## src/rtl/fxmul_pkg.sv

```systemverilog
// Shared constants and types for the configurable fixed-point multiplier.
package fxmul_pkg;

  // Operand width range in which a hard core form may be chosen.
  localparam int CORE_WIDTH_MIN = 2;
  localparam int CORE_WIDTH_MAX = 32;

  // Least second-operand width for the pipelined core form.
  localparam int PIPE_B_MIN = 3;

  // Upper bounds of the second-operand width bands for core latency.
  localparam int LAT_BAND1_MAX = 4;
  localparam int LAT_BAND2_MAX = 8;
  localparam int LAT_BAND3_MAX = 16;

  // Core latency in clocks for each band.
  localparam int LAT_BAND1 = 1;
  localparam int LAT_BAND2 = 2;
  localparam int LAT_BAND3 = 3;
  localparam int LAT_BAND4 = 4;

  // Reset value of every pipeline stage.
  localparam int STAGE_RESET = 0;

  // Realisation form of the multiplier.
  typedef enum logic [1:0] {
    FORM_PIPE_CORE = 2'b00,
    FORM_PAR_CORE  = 2'b01,
    FORM_GENERIC   = 2'b10
  } mult_form_t;

  // Latency of the pipelined core as a function of the second width.
  function automatic int core_latency(input int b_width);
    int lat;
    lat = LAT_BAND4;
    if (b_width <= LAT_BAND1_MAX) begin
      lat = LAT_BAND1;
    end else if (b_width <= LAT_BAND2_MAX) begin
      lat = LAT_BAND2;
    end else if (b_width <= LAT_BAND3_MAX) begin
      lat = LAT_BAND3;
    end
    return lat;
  endfunction

endpackage

```

## src/rtl/fxmul_stage_if.sv

```systemverilog
// Interface carrying a product word between the core and the delay chain.
`timescale 1ns/10ps
interface fxmul_stage_if #(
  parameter int W = 16
);
  logic [W-1:0] data;   // Product word.

  modport src (output data);
  modport dst (input  data);
endinterface

```

## src/rtl/fxmul_delay.sv

```systemverilog
// Register chain that delays a product word by a set number of clocks.
`timescale 1ns/10ps
module fxmul_delay #(
  parameter int W     = 16,
  parameter int DEPTH = 1
) (
  input  wire logic   clk_i,
  input  wire logic   rst_i,
  fxmul_stage_if.dst  in_if,
  output logic [W-1:0] q_o
);
  import fxmul_pkg::*;

  // Stage storage; index 0 is nearest the core.
  logic [W-1:0] st_q [DEPTH];
  logic [W-1:0] st_d [DEPTH];

  // Next values shift the chain by one each clock.
  always_comb begin
    st_d[0] = in_if.data;
    for (int i = 1; i < DEPTH; i++) begin
      st_d[i] = st_q[i-1];
    end
  end

  // Registers only; reset clears every stage so no stale data leaks.
  genvar g;
  for (g = 0; g < DEPTH; g++) begin : g_stage
    always_ff @(posedge clk_i or posedge rst_i) begin
      if (rst_i) begin
        st_q[g] <= W'(STAGE_RESET);
      end else begin
        st_q[g] <= st_d[g];
      end
    end
  end

  // Last stage drives the output.
  assign q_o = st_q[DEPTH-1];

endmodule

```

## src/rtl/fxmul_top.sv

```systemverilog
// Configurable fixed-point multiplier with core, parallel and generic forms.
`timescale 1ns/10ps
module fxmul_top #(
  parameter int A_WIDTH  = 16,  // First operand width.
  parameter int B_WIDTH  = 16,  // Second operand width.
  parameter bit A_SIGNED = 1'b1,  // First operand is two's complement.
  parameter bit B_SIGNED = 1'b1,  // Second operand is two's complement.
  parameter int LATENCY  = 3,   // Configured latency in clocks.
  parameter bit USE_CORE = 1'b1,  // Prefer a core form when legal.
  parameter bit PIPELINE = 1'b1   // Ask for the pipelined form.
) (
  input  wire logic                       CLK_I,
  input  wire logic                       SYS_RST_I,
  input  wire logic [A_WIDTH-1:0]         A_I,
  input  wire logic [B_WIDTH-1:0]         B_I,
  output logic [A_WIDTH+B_WIDTH-1:0]      P_O,
  output fxmul_pkg::mult_form_t           FORM_O
);
  import fxmul_pkg::*;

  localparam int PW = A_WIDTH + B_WIDTH;  // Full product width.

  // The three forms differ only in where the registers sit. The pipelined
  // form puts the core's own stages first and pads the rest behind them;
  // the parallel forms keep the multiply flat and register its output.
  // Every form is inferred from one multiply, which gives up the area of a
  // hard core in return for one model that behaves alike on every target.
  // A neighbour therefore sees the latency, and the form only on FORM_O.

  // Core forms are legal only inside the width range.
  localparam bit WIDTHS_OK =
    (A_WIDTH >= CORE_WIDTH_MIN) && (A_WIDTH <= CORE_WIDTH_MAX) &&
    (B_WIDTH >= CORE_WIDTH_MIN) && (B_WIDTH <= CORE_WIDTH_MAX);

  // Latency the pipelined core itself contributes.
  // It is fixed by the second operand width alone.
  localparam int CORE_LAT = core_latency(B_WIDTH);

  // Pipelined form: asked for, core allowed, wide B, enough latency.
  localparam bit PIPE_OK = PIPELINE && USE_CORE && WIDTHS_OK &&
                           (B_WIDTH >= PIPE_B_MIN) && (LATENCY >= CORE_LAT);

  // Form actually built; falls back to generic when a core is barred.
  // Without the core option every width that passes the refusals below ends up
  // in generic logic, so the option only ever widens the choice, never narrows it.
  localparam mult_form_t FORM =
    PIPE_OK                 ? FORM_PIPE_CORE :
    (USE_CORE && WIDTHS_OK && !PIPELINE) ? FORM_PAR_CORE : FORM_GENERIC;

  // Stages inside the multiplier and stages appended after it.
  localparam int INNER = (FORM == FORM_PIPE_CORE) ? CORE_LAT : 0;
  localparam int OUTER = LATENCY - INNER;

  // Elaboration-time refusal of configurations that cannot be honoured.
  // Refusing here, rather than silently falling back, keeps a latency the
  // neighbours were built around from changing without notice.
  if (PIPELINE && (B_WIDTH < PIPE_B_MIN)) begin : g_bad_b
    $error("Pipelined form needs a second operand wider than two bits.");
  end
  if (PIPELINE && WIDTHS_OK &&
      (LATENCY < CORE_LAT)) begin : g_bad_lat
    $error("Configured latency is below the pipelined core latency.");
  end
  if (PIPELINE && !WIDTHS_OK) begin : g_bad_w
    $error("Pipelined form needs both widths within the core range.");
  end
  if (LATENCY < 0) begin : g_bad_neg
    $error("Latency must not be negative.");
  end

  // Sign-extended operands so one signed multiply covers every mix.
  logic signed [A_WIDTH:0] a_ext;
  logic signed [B_WIDTH:0] b_ext;
  logic signed [PW+1:0]    prod_full;
  logic [PW-1:0]           prod_comb;

  // Combinational product shared by all forms.
  // One extra bit per operand turns an unsigned operand into a positive
  // signed one, so the same multiply serves every mix of signedness.
  always_comb begin
    a_ext     = {A_SIGNED & A_I[A_WIDTH-1], A_I};
    b_ext     = {B_SIGNED & B_I[B_WIDTH-1], B_I};
    prod_full = a_ext * b_ext;
    prod_comb = prod_full[PW-1:0];
  end

  // Form indicator is a constant level from reset onward.
  assign FORM_O = FORM;

  // Inner core pipeline, present only in the pipelined form.
  // The core's stages are modelled as registers behind the flat product;
  // only the count of stages is visible at the pins. The same interface
  // then carries the core result on to the output chain.
  fxmul_stage_if #(.W(PW)) core_if ();
  logic [PW-1:0] core_out;

  if (INNER > 0) begin : g_core_pipe
    fxmul_stage_if #(.W(PW)) in_if ();
    assign in_if.data = prod_comb;
    // Core latency taken from the B width band.
    fxmul_delay #(.W(PW), .DEPTH(INNER)) u_core (
      .clk_i (CLK_I),
      .rst_i (SYS_RST_I),
      .in_if (in_if),
      .q_o   (core_out)
    );
  end else begin : g_core_flat
    assign core_out = prod_comb;
  end
  assign core_if.data = core_out;

  // Extra output stages make up the remaining latency.
  // In the parallel forms this chain carries the whole latency.
  if (OUTER > 0) begin : g_out_pipe
    fxmul_delay #(.W(PW), .DEPTH(OUTER)) u_out (
      .clk_i (CLK_I),
      .rst_i (SYS_RST_I),
      .in_if (core_if),
      .q_o   (P_O)
    );
  end else begin : g_out_flat
    // Zero latency leaves a purely combinational path; a limitation the
    // neighbouring block must budget in its own timing.
    assign P_O = core_out;
  end

  // Checks: latency total and product value after exactly LATENCY clocks.
  // The reference line below is a second, independent delay of the flat
  // product; fill_q marks how many of its slots hold data taken since the
  // last reset, so the product value checks do not fire on the cleared stages.
  if (LATENCY > 0) begin : g_chk
    logic [PW-1:0] ref_q [LATENCY];   // Reference delay line.
    logic [LATENCY-1:0] fill_q;       // Marks which slots hold real data.
    always_ff @(posedge CLK_I or posedge SYS_RST_I) begin
      if (SYS_RST_I) begin
        fill_q <= '0;
        for (int i = 0; i < LATENCY; i++) begin
          ref_q[i] <= '0;
        end
      end else begin
        // Shift a one in; the cast keeps the low LATENCY bits, so a
        // latency of one needs no special case.
        fill_q   <= LATENCY'({fill_q, 1'b1});
        ref_q[0] <= prod_comb;
        for (int i = 1; i < LATENCY; i++) begin
          ref_q[i] <= ref_q[i-1];
        end
      end
    end

    a_product_delay: assert property (
      @(posedge CLK_I) disable iff (SYS_RST_I)
      fill_q[LATENCY-1] |-> (P_O == ref_q[LATENCY-1]))
      else $error("Product does not match operands LATENCY clocks ago.");

    a_stage_split: assert property (
      @(posedge CLK_I) disable iff (SYS_RST_I)
      (INNER + OUTER == LATENCY) && (OUTER >= 0))
      else $error("Inner and outer stages do not sum to the latency.");

    a_core_latency: assert property (
      @(posedge CLK_I) disable iff (SYS_RST_I)
      (FORM == FORM_PIPE_CORE) |-> (INNER == CORE_LAT && LATENCY >= INNER))
      else $error("Pipelined form latency below core latency.");

    a_pipe_width: assert property (
      @(posedge CLK_I) disable iff (SYS_RST_I)
      (FORM == FORM_PIPE_CORE) |-> (B_WIDTH >= PIPE_B_MIN))
      else $error("Pipelined form with a two-bit second operand.");

    a_core_range: assert property (
      @(posedge CLK_I) disable iff (SYS_RST_I)
      (FORM != FORM_GENERIC) |-> WIDTHS_OK)
      else $error("Core form chosen outside the width range.");

    a_core_pref: assert property (
      @(posedge CLK_I) disable iff (SYS_RST_I)
      (USE_CORE && WIDTHS_OK && !PIPELINE) |-> (FORM_O == FORM_PAR_CORE))
      else $error("Parallel core not used where it was allowed.");

    a_pipe_select: assert property (
      @(posedge CLK_I) disable iff (SYS_RST_I)
      (FORM_O == FORM_PIPE_CORE) |-> PIPELINE)
      else $error("Pipelined form without the pipeline option.");

    a_form_stable: assert property (
      @(posedge CLK_I) disable iff (SYS_RST_I)
      $stable(FORM_O))
      else $error("Form indicator changed during operation.");

    a_band_value: assert property (
      @(posedge CLK_I) disable iff (SYS_RST_I)
      (B_WIDTH >= 17) |-> (CORE_LAT == 4))
      else $error("Core latency wrong for a wide second operand.");

    a_lead_zero: assert property (
      @(posedge CLK_I) disable iff (SYS_RST_I)
      !fill_q[LATENCY-1] |-> (P_O == '0))
      else $error("Product appeared before the configured latency.");

    a_past_product: assert property (
      @(posedge CLK_I) disable iff (SYS_RST_I)
      fill_q[LATENCY-1] |-> (P_O == $past(prod_comb, LATENCY)))
      else $error("Product is not that of operands LATENCY clocks ago.");

    a_reset_zero: assert property (
      @(posedge CLK_I)
      SYS_RST_I |-> (P_O == '0))
      else $error("Product not cleared while reset is held.");
  end

endmodule

```

## config.mk

```make
export PLATFORM = sky130hd
export DESIGN_NAME = fxmul_top
export DESIGN_NICKNAME = d
export VERILOG_FILES = /design/src/rtl/fxmul_pkg.sv /design/src/rtl/fxmul_stage_if.sv /design/src/rtl/fxmul_delay.sv /design/src/rtl/fxmul_top.sv
export SDC_FILE = /design/constraint.sdc
export NUM_CORES = 1
export LEC_CHECK = 0
export BUFFER_PORTS_ARGS = -buffer_cell sky130_fd_sc_hd__clkbuf_2
export CAP_MARGIN = 20
export CORE_ASPECT_RATIO = 1.75
export CORE_MARGIN = 4
export CORE_UTILIZATION = 45
export CTS_CLUSTER_SIZE = 14
export DETAILED_ROUTE_END_ITERATION = 6
export PLACE_DENSITY = 0.65
export SETUP_SLACK_MARGIN = 0.05
export SYNTH_ARGS = -nofsm -noshare
export SYNTH_HDL_FRONTEND = slang
export SYNTH_SLANG_ARGS = --single-unit
```

## constraint.sdc

```tcl
create_clock -name CLK_I -period 3.8 [get_ports CLK_I]
set_input_delay 0.76 -clock CLK_I [delete_from_list [all_inputs] [get_ports CLK_I]]
set_output_delay 0.76 -clock CLK_I [all_outputs]
set_load 0.01 [all_outputs]
```

Word-level counts from Yosys, hierarchy flattened
Cells that the tools add are included. Widths: inputs -> output; s select.

Multipliers: 1.

Operator list (count): $mul 16x16->32 (1).

Bits in registers: 96. Input bits: 34. Logic and storage cells: 4.

Logic depth before layout (Yosys ltp)
Word-level depth: 1. Mapped depth: 22. Depth with buffers taken out: 20.

Cells and area by module
Synthesis repeated with hierarchy kept, for this count alone.

Cells, all modules: 1189. Area total of the unflattened synthesis: 12315.6 µm².

Modules (own cells, without submodules): fxmul_top (instances 1, cells an instance 1092, area each 9909.5 µm²); fxmul_delay (instances 1, cells an instance 97, area each 2406.1 µm²).

Worst setup path after synthesis
No wires, ideal clock.

Kind: input to register. Start: input port A_I[15]. End: register g_core_pipe.u_core.st_q (netlist bit g_core_pipe.u_core.st_d[62]). Library setup time: 0.087 ns. Data arrival time: 6.295 ns. Required time: 3.713 ns. Slack: -2.581 ns. Stages on the path: 19. Path buffers: 1. Path through: clkbuf_1 -> nand2_1 -> inv_1 -> fa_1 -> fa_1 -> fa_1 -> fa_1 -> fa_1 -> inv_1 -> fa_1 -> inv_1 -> ha_1 -> and2_4 -> and3_4 -> a221oi_2 -> nand3b_1 -> o221ai_2 -> or4b_1 -> o211ai_1.

Cells in the longest elaborated chain, start to end: 1.

RTL lines: start, declared (RTL line fxmul_top.sv:14) `input wire logic [A_WIDTH-1:0] A_I,`; $mul 16x16->32 (RTL line fxmul_top.sv:83) `prod_full = a_ext * b_ext;`; via g_core_pipe.u_core.in_if.data[30] (RTL line fxmul_stage_if.sv:9) `modport dst (input data);`; end signal, assigned by index (RTL line fxmul_delay.sv:31) `st_q[g] <= W'(STAGE_RESET);`; end signal, assigned by index (RTL line fxmul_delay.sv:33) `st_q[g] <= st_d[g];`; end, declared (RTL line fxmul_delay.sv:15) `logic [W-1:0] st_q [DEPTH];`.

The timed path passes the listed nets, and every way through them passes these cells.

Worst setup path in the final report
Ends and elaborated chain as after synthesis.

==> flow_summary.json <==
{
  "synthCells": 1188,
  "dr.first_iter.drc_count": 308,
  "finalCriticalPeriod_ns": 5.74,
  "initial_utilization_pct": 45.8,
  "first_pass_iters": 4,
  "endpoint": "g_core_pipe.u_core.st_d[62]$_DFF_PP0_",
  "drive_gt1_share_pct": 30.6,
  "cts_tree": "built",
  "n_antenna_cell": 0,
  "worst_slack_ns": -1.94,
  "vias_per_cell": 4.89,
  "synthTopCellsByArea": "fa_1 43%, dfrtp_1 20%, inv_1 8.9%",
  "overflow": 0,
  "critPathCaptureType": "flop",
  "cts_sinks": 96,
  "synth_common_cells": "292 x inv_1, 262 x fa_1, 133 x nand2_1, 123 x and2_1, 96 x dfrtp_1",
  "core_mm2": 0.0268,
  "r2r_end": "g_core_pipe.u_core.st_d[30]$_DFF_PP0_",
  "hold_viol_final": 0,
  "hp-class": "reg2reg",
  "synth_cell_type_count": 43,
  "ys.warnings.count": 0,
  "track_usage_pct": 21.1,
  "rr_startpoint": "g_core_pipe.u_core.st_d[62]$_DFF_PP0_",
  "whs_ns": 0.347,
  "die-area_mm2": 0.0301,
  "clock-root-buffer": "clkbuf_16",
  "fin_worst_skew_ns": 0.00565,
  "antenna_found_initial": 0,
  "area_delta_synth_final_pct": 31.5,
  "ant_nets": 0,
  "r2r_cells": 0,
  "slew-limit-headroom_pct": 59.0,
  "ys_seq_area_share_pct": 19.6,
  "cp_data_required_time_ns": 4.09,
  "port_buffers": 65,
  "async_flop_share_pct": 100,
  "tightest_slew_ns": 0.611,
  "routed_wl_um": 30400,
  "synth_top_area_cell": "fa_1",
  "cp.arrival_ns": 6.03,
  "path_clk_slew_ns": 0.07,
  "cts_made_buffers": 9,
  "max_cap_viol_count": 0,
  "nets": 1808,
  "cts_buffer_depth": 2,
  "row_count": 79,
  "syn_area_mm2": 0.0123,
  "fp.dieH_um": 226,
  "crit_start": "A_I[15]",
  "crit_type": "in2reg",
  "fin_crit_sh_pct": 151,
  "gp_congestion": 0.917,
  "status": "complete, but fails checks",
  "syn_area_per_cell_um2": 10.3,
  "io_pins": 68,
  "ctsHoldBuffers": 0,
  "setup_viol": 26,
  "die_x_um": 133,
  "synth_ff_type": "dfrtp_1",
  "yosysMostFrequentCell": "inv_1",
  "htreeDepth": 3,
  "rsz0062_at_grt": "yes",
  "synth-seq-cells": 96,
  "yosysTopAreaCellShare_pct": 42.7,
  "grt_pass1_wl_um": 48500,
  "grt_pass1_vias": 9946,
  "cp_max_fo": 6,
  "r2r_slack_ns": 3.25,
  "clk-insertion-delay-late_ns": 0.36,
  "clock.fmax_ghz": 0.174,
  "slew_viol_final": 0,
  "violations": "setup timing",
  "grt_max_degree": 87,
  "start_kind": "input port",
  "via_count": 8795,
  "synth_edf_count": 0,
  "drc": 0,
  "wire_per_inst_um": 16.9,
  "dpl.hpwl_um": 25600
}
-- registers in the layout, indices dropped and copies added, names as in the netlist --
signal and cells:
g_core_pipe.u_core.q_o 32, g_core_pipe.u_core.st_d 64
-- final cells by class --
| class | count | area [um2] |
|---|---|---|
| fill | 2193 | 10700 |
| multi-input combinational | 765 | 9350 |
| timing repair buffer | 266 | 2510 |
| sequential | 96 | 2400 |
| inverter | 292 | 1100 |
| tap | 364 | 455 |
| clock buffer | 10 | 229 |
| clock inverter | 6 | 81.3 |
-- timing repair --
| item | CTS | global route |
|---|---|---|
| setup endpoints to repair | 26 | 26 |
| buffers inserted | 23 | 13 |
| pin swaps | 103 | 53 |
| gates resized for setup | 171 | 42 |
| cloned | 2 | 1 |
-- worst min path at each step --
stage	to	cells past startpoint	from	slack, ns
floorplan	g_core_pipe.u_core.q_o[0]$_DFF_PP0_	0	g_core_pipe.u_core.st_d[0]$_DFF_PP0_	0.33
global placement	g_core_pipe.u_core.q_o[14]$_DFF_PP0_	0	g_core_pipe.u_core.st_d[14]$_DFF_PP0_	0.33
detailed placement	g_core_pipe.u_core.q_o[15]$_DFF_PP0_	0	g_core_pipe.u_core.st_d[15]$_DFF_PP0_	0.33
CTS	g_core_pipe.u_core.st_d[0]$_DFF_PP0_	0	g_core_pipe.u_core.st_d[32]$_DFF_PP0_	0.35
global route	g_core_pipe.u_core.st_d[4]$_DFF_PP0_	0	g_core_pipe.u_core.st_d[36]$_DFF_PP0_	0.35
finish	g_core_pipe.u_core.st_d[10]$_DFF_PP0_	0	g_core_pipe.u_core.st_d[42]$_DFF_PP0_	0.35
-- per-stage QoR --
stage / instances / TNS [ns] / utilization [%] / setup WS [ns] / instance area, um2
after global routing: 1799 / -40.03 / 60.2 / -2.09 / 16100
final: 1799 / -37.11 / 60.2 / -1.94 / 16100
after global placement: 1747 / -50.00 / 54.4 / -2.47 / 14600
after detailed placement: 1747 / -51.20 / 54.4 / -2.55 / 14600
after floorplan: 1189 / -33.04 / - / -2.14 / 12800
after CTS: 1787 / -36.45 / 59.2 / -1.91 / 15800
-- per-layer routing --
layer	wire length (um)	part of all wire, %	track usage, %
met1	9110	30	19.2
met2	18000	59	41.6
met3	682	2.2	2.31
met4	2640	8.7	16.7
met5	0	0	0
-- critical path: stages --
cell and delay, ns:
clkbuf_16 0.14, and2_4 0.14, fa_2 0.67, buf_6 0.13, fa_2 0.48, fa_2 0.56
fa_1 0.43, fa_1 0.50, inv_1 0.05, fa_1 0.50, inv_2 0.05, ha_4 0.21
and2_4 0.16, and3_4 0.17, a221oi_2 0.25, nand3b_1 0.12, o221ai_2 0.15, or4b_1 0.44
o211ai_1 0.10
-- cells in the final DEF, fill, tap and decap left out, drive strengths merged, types with 2 or more instances in the layout --
master  instances
a211oi          6
a21o           11
a21oi          23
and2          124
and3            4
buf           200
clkbuf         76
conb            2
dfrtp          96
fa            262
ha             82
inv           296
nand2         133
nand2b          6
nand3           7
nand4           3
nor2           24
nor2b           2
nor3            3
nor4            2
o211ai          4
o21a            4
o21ai          17
o21bai          2
xnor2          27
xor2            8
-- cells by family (layout without fill, tap and decap cells) --
| group | Yosys count | in the layout | share of synthesized area [%] |
|---|---|---|---|
| XOR/XNOR | 35 | 35 | 2.50 |
| buffers and inverters | 328 | 574 | 10.1 |
| adder cells (fa/ha/maj) | 344 | 344 | 51.1 |
| AO/OA/AOI/OAI | 73 | 73 | 3.97 |
| flip-flops | 96 | 96 | 19.6 |
| other | 1 | 2 | 0.0306 |
| AND/OR/NAND/NOR | 311 | 311 | 12.7 |
Power is left out: the tool's default activity adds up to more than one toggle a clock period on the data nets, which glitch-free logic cannot reach.
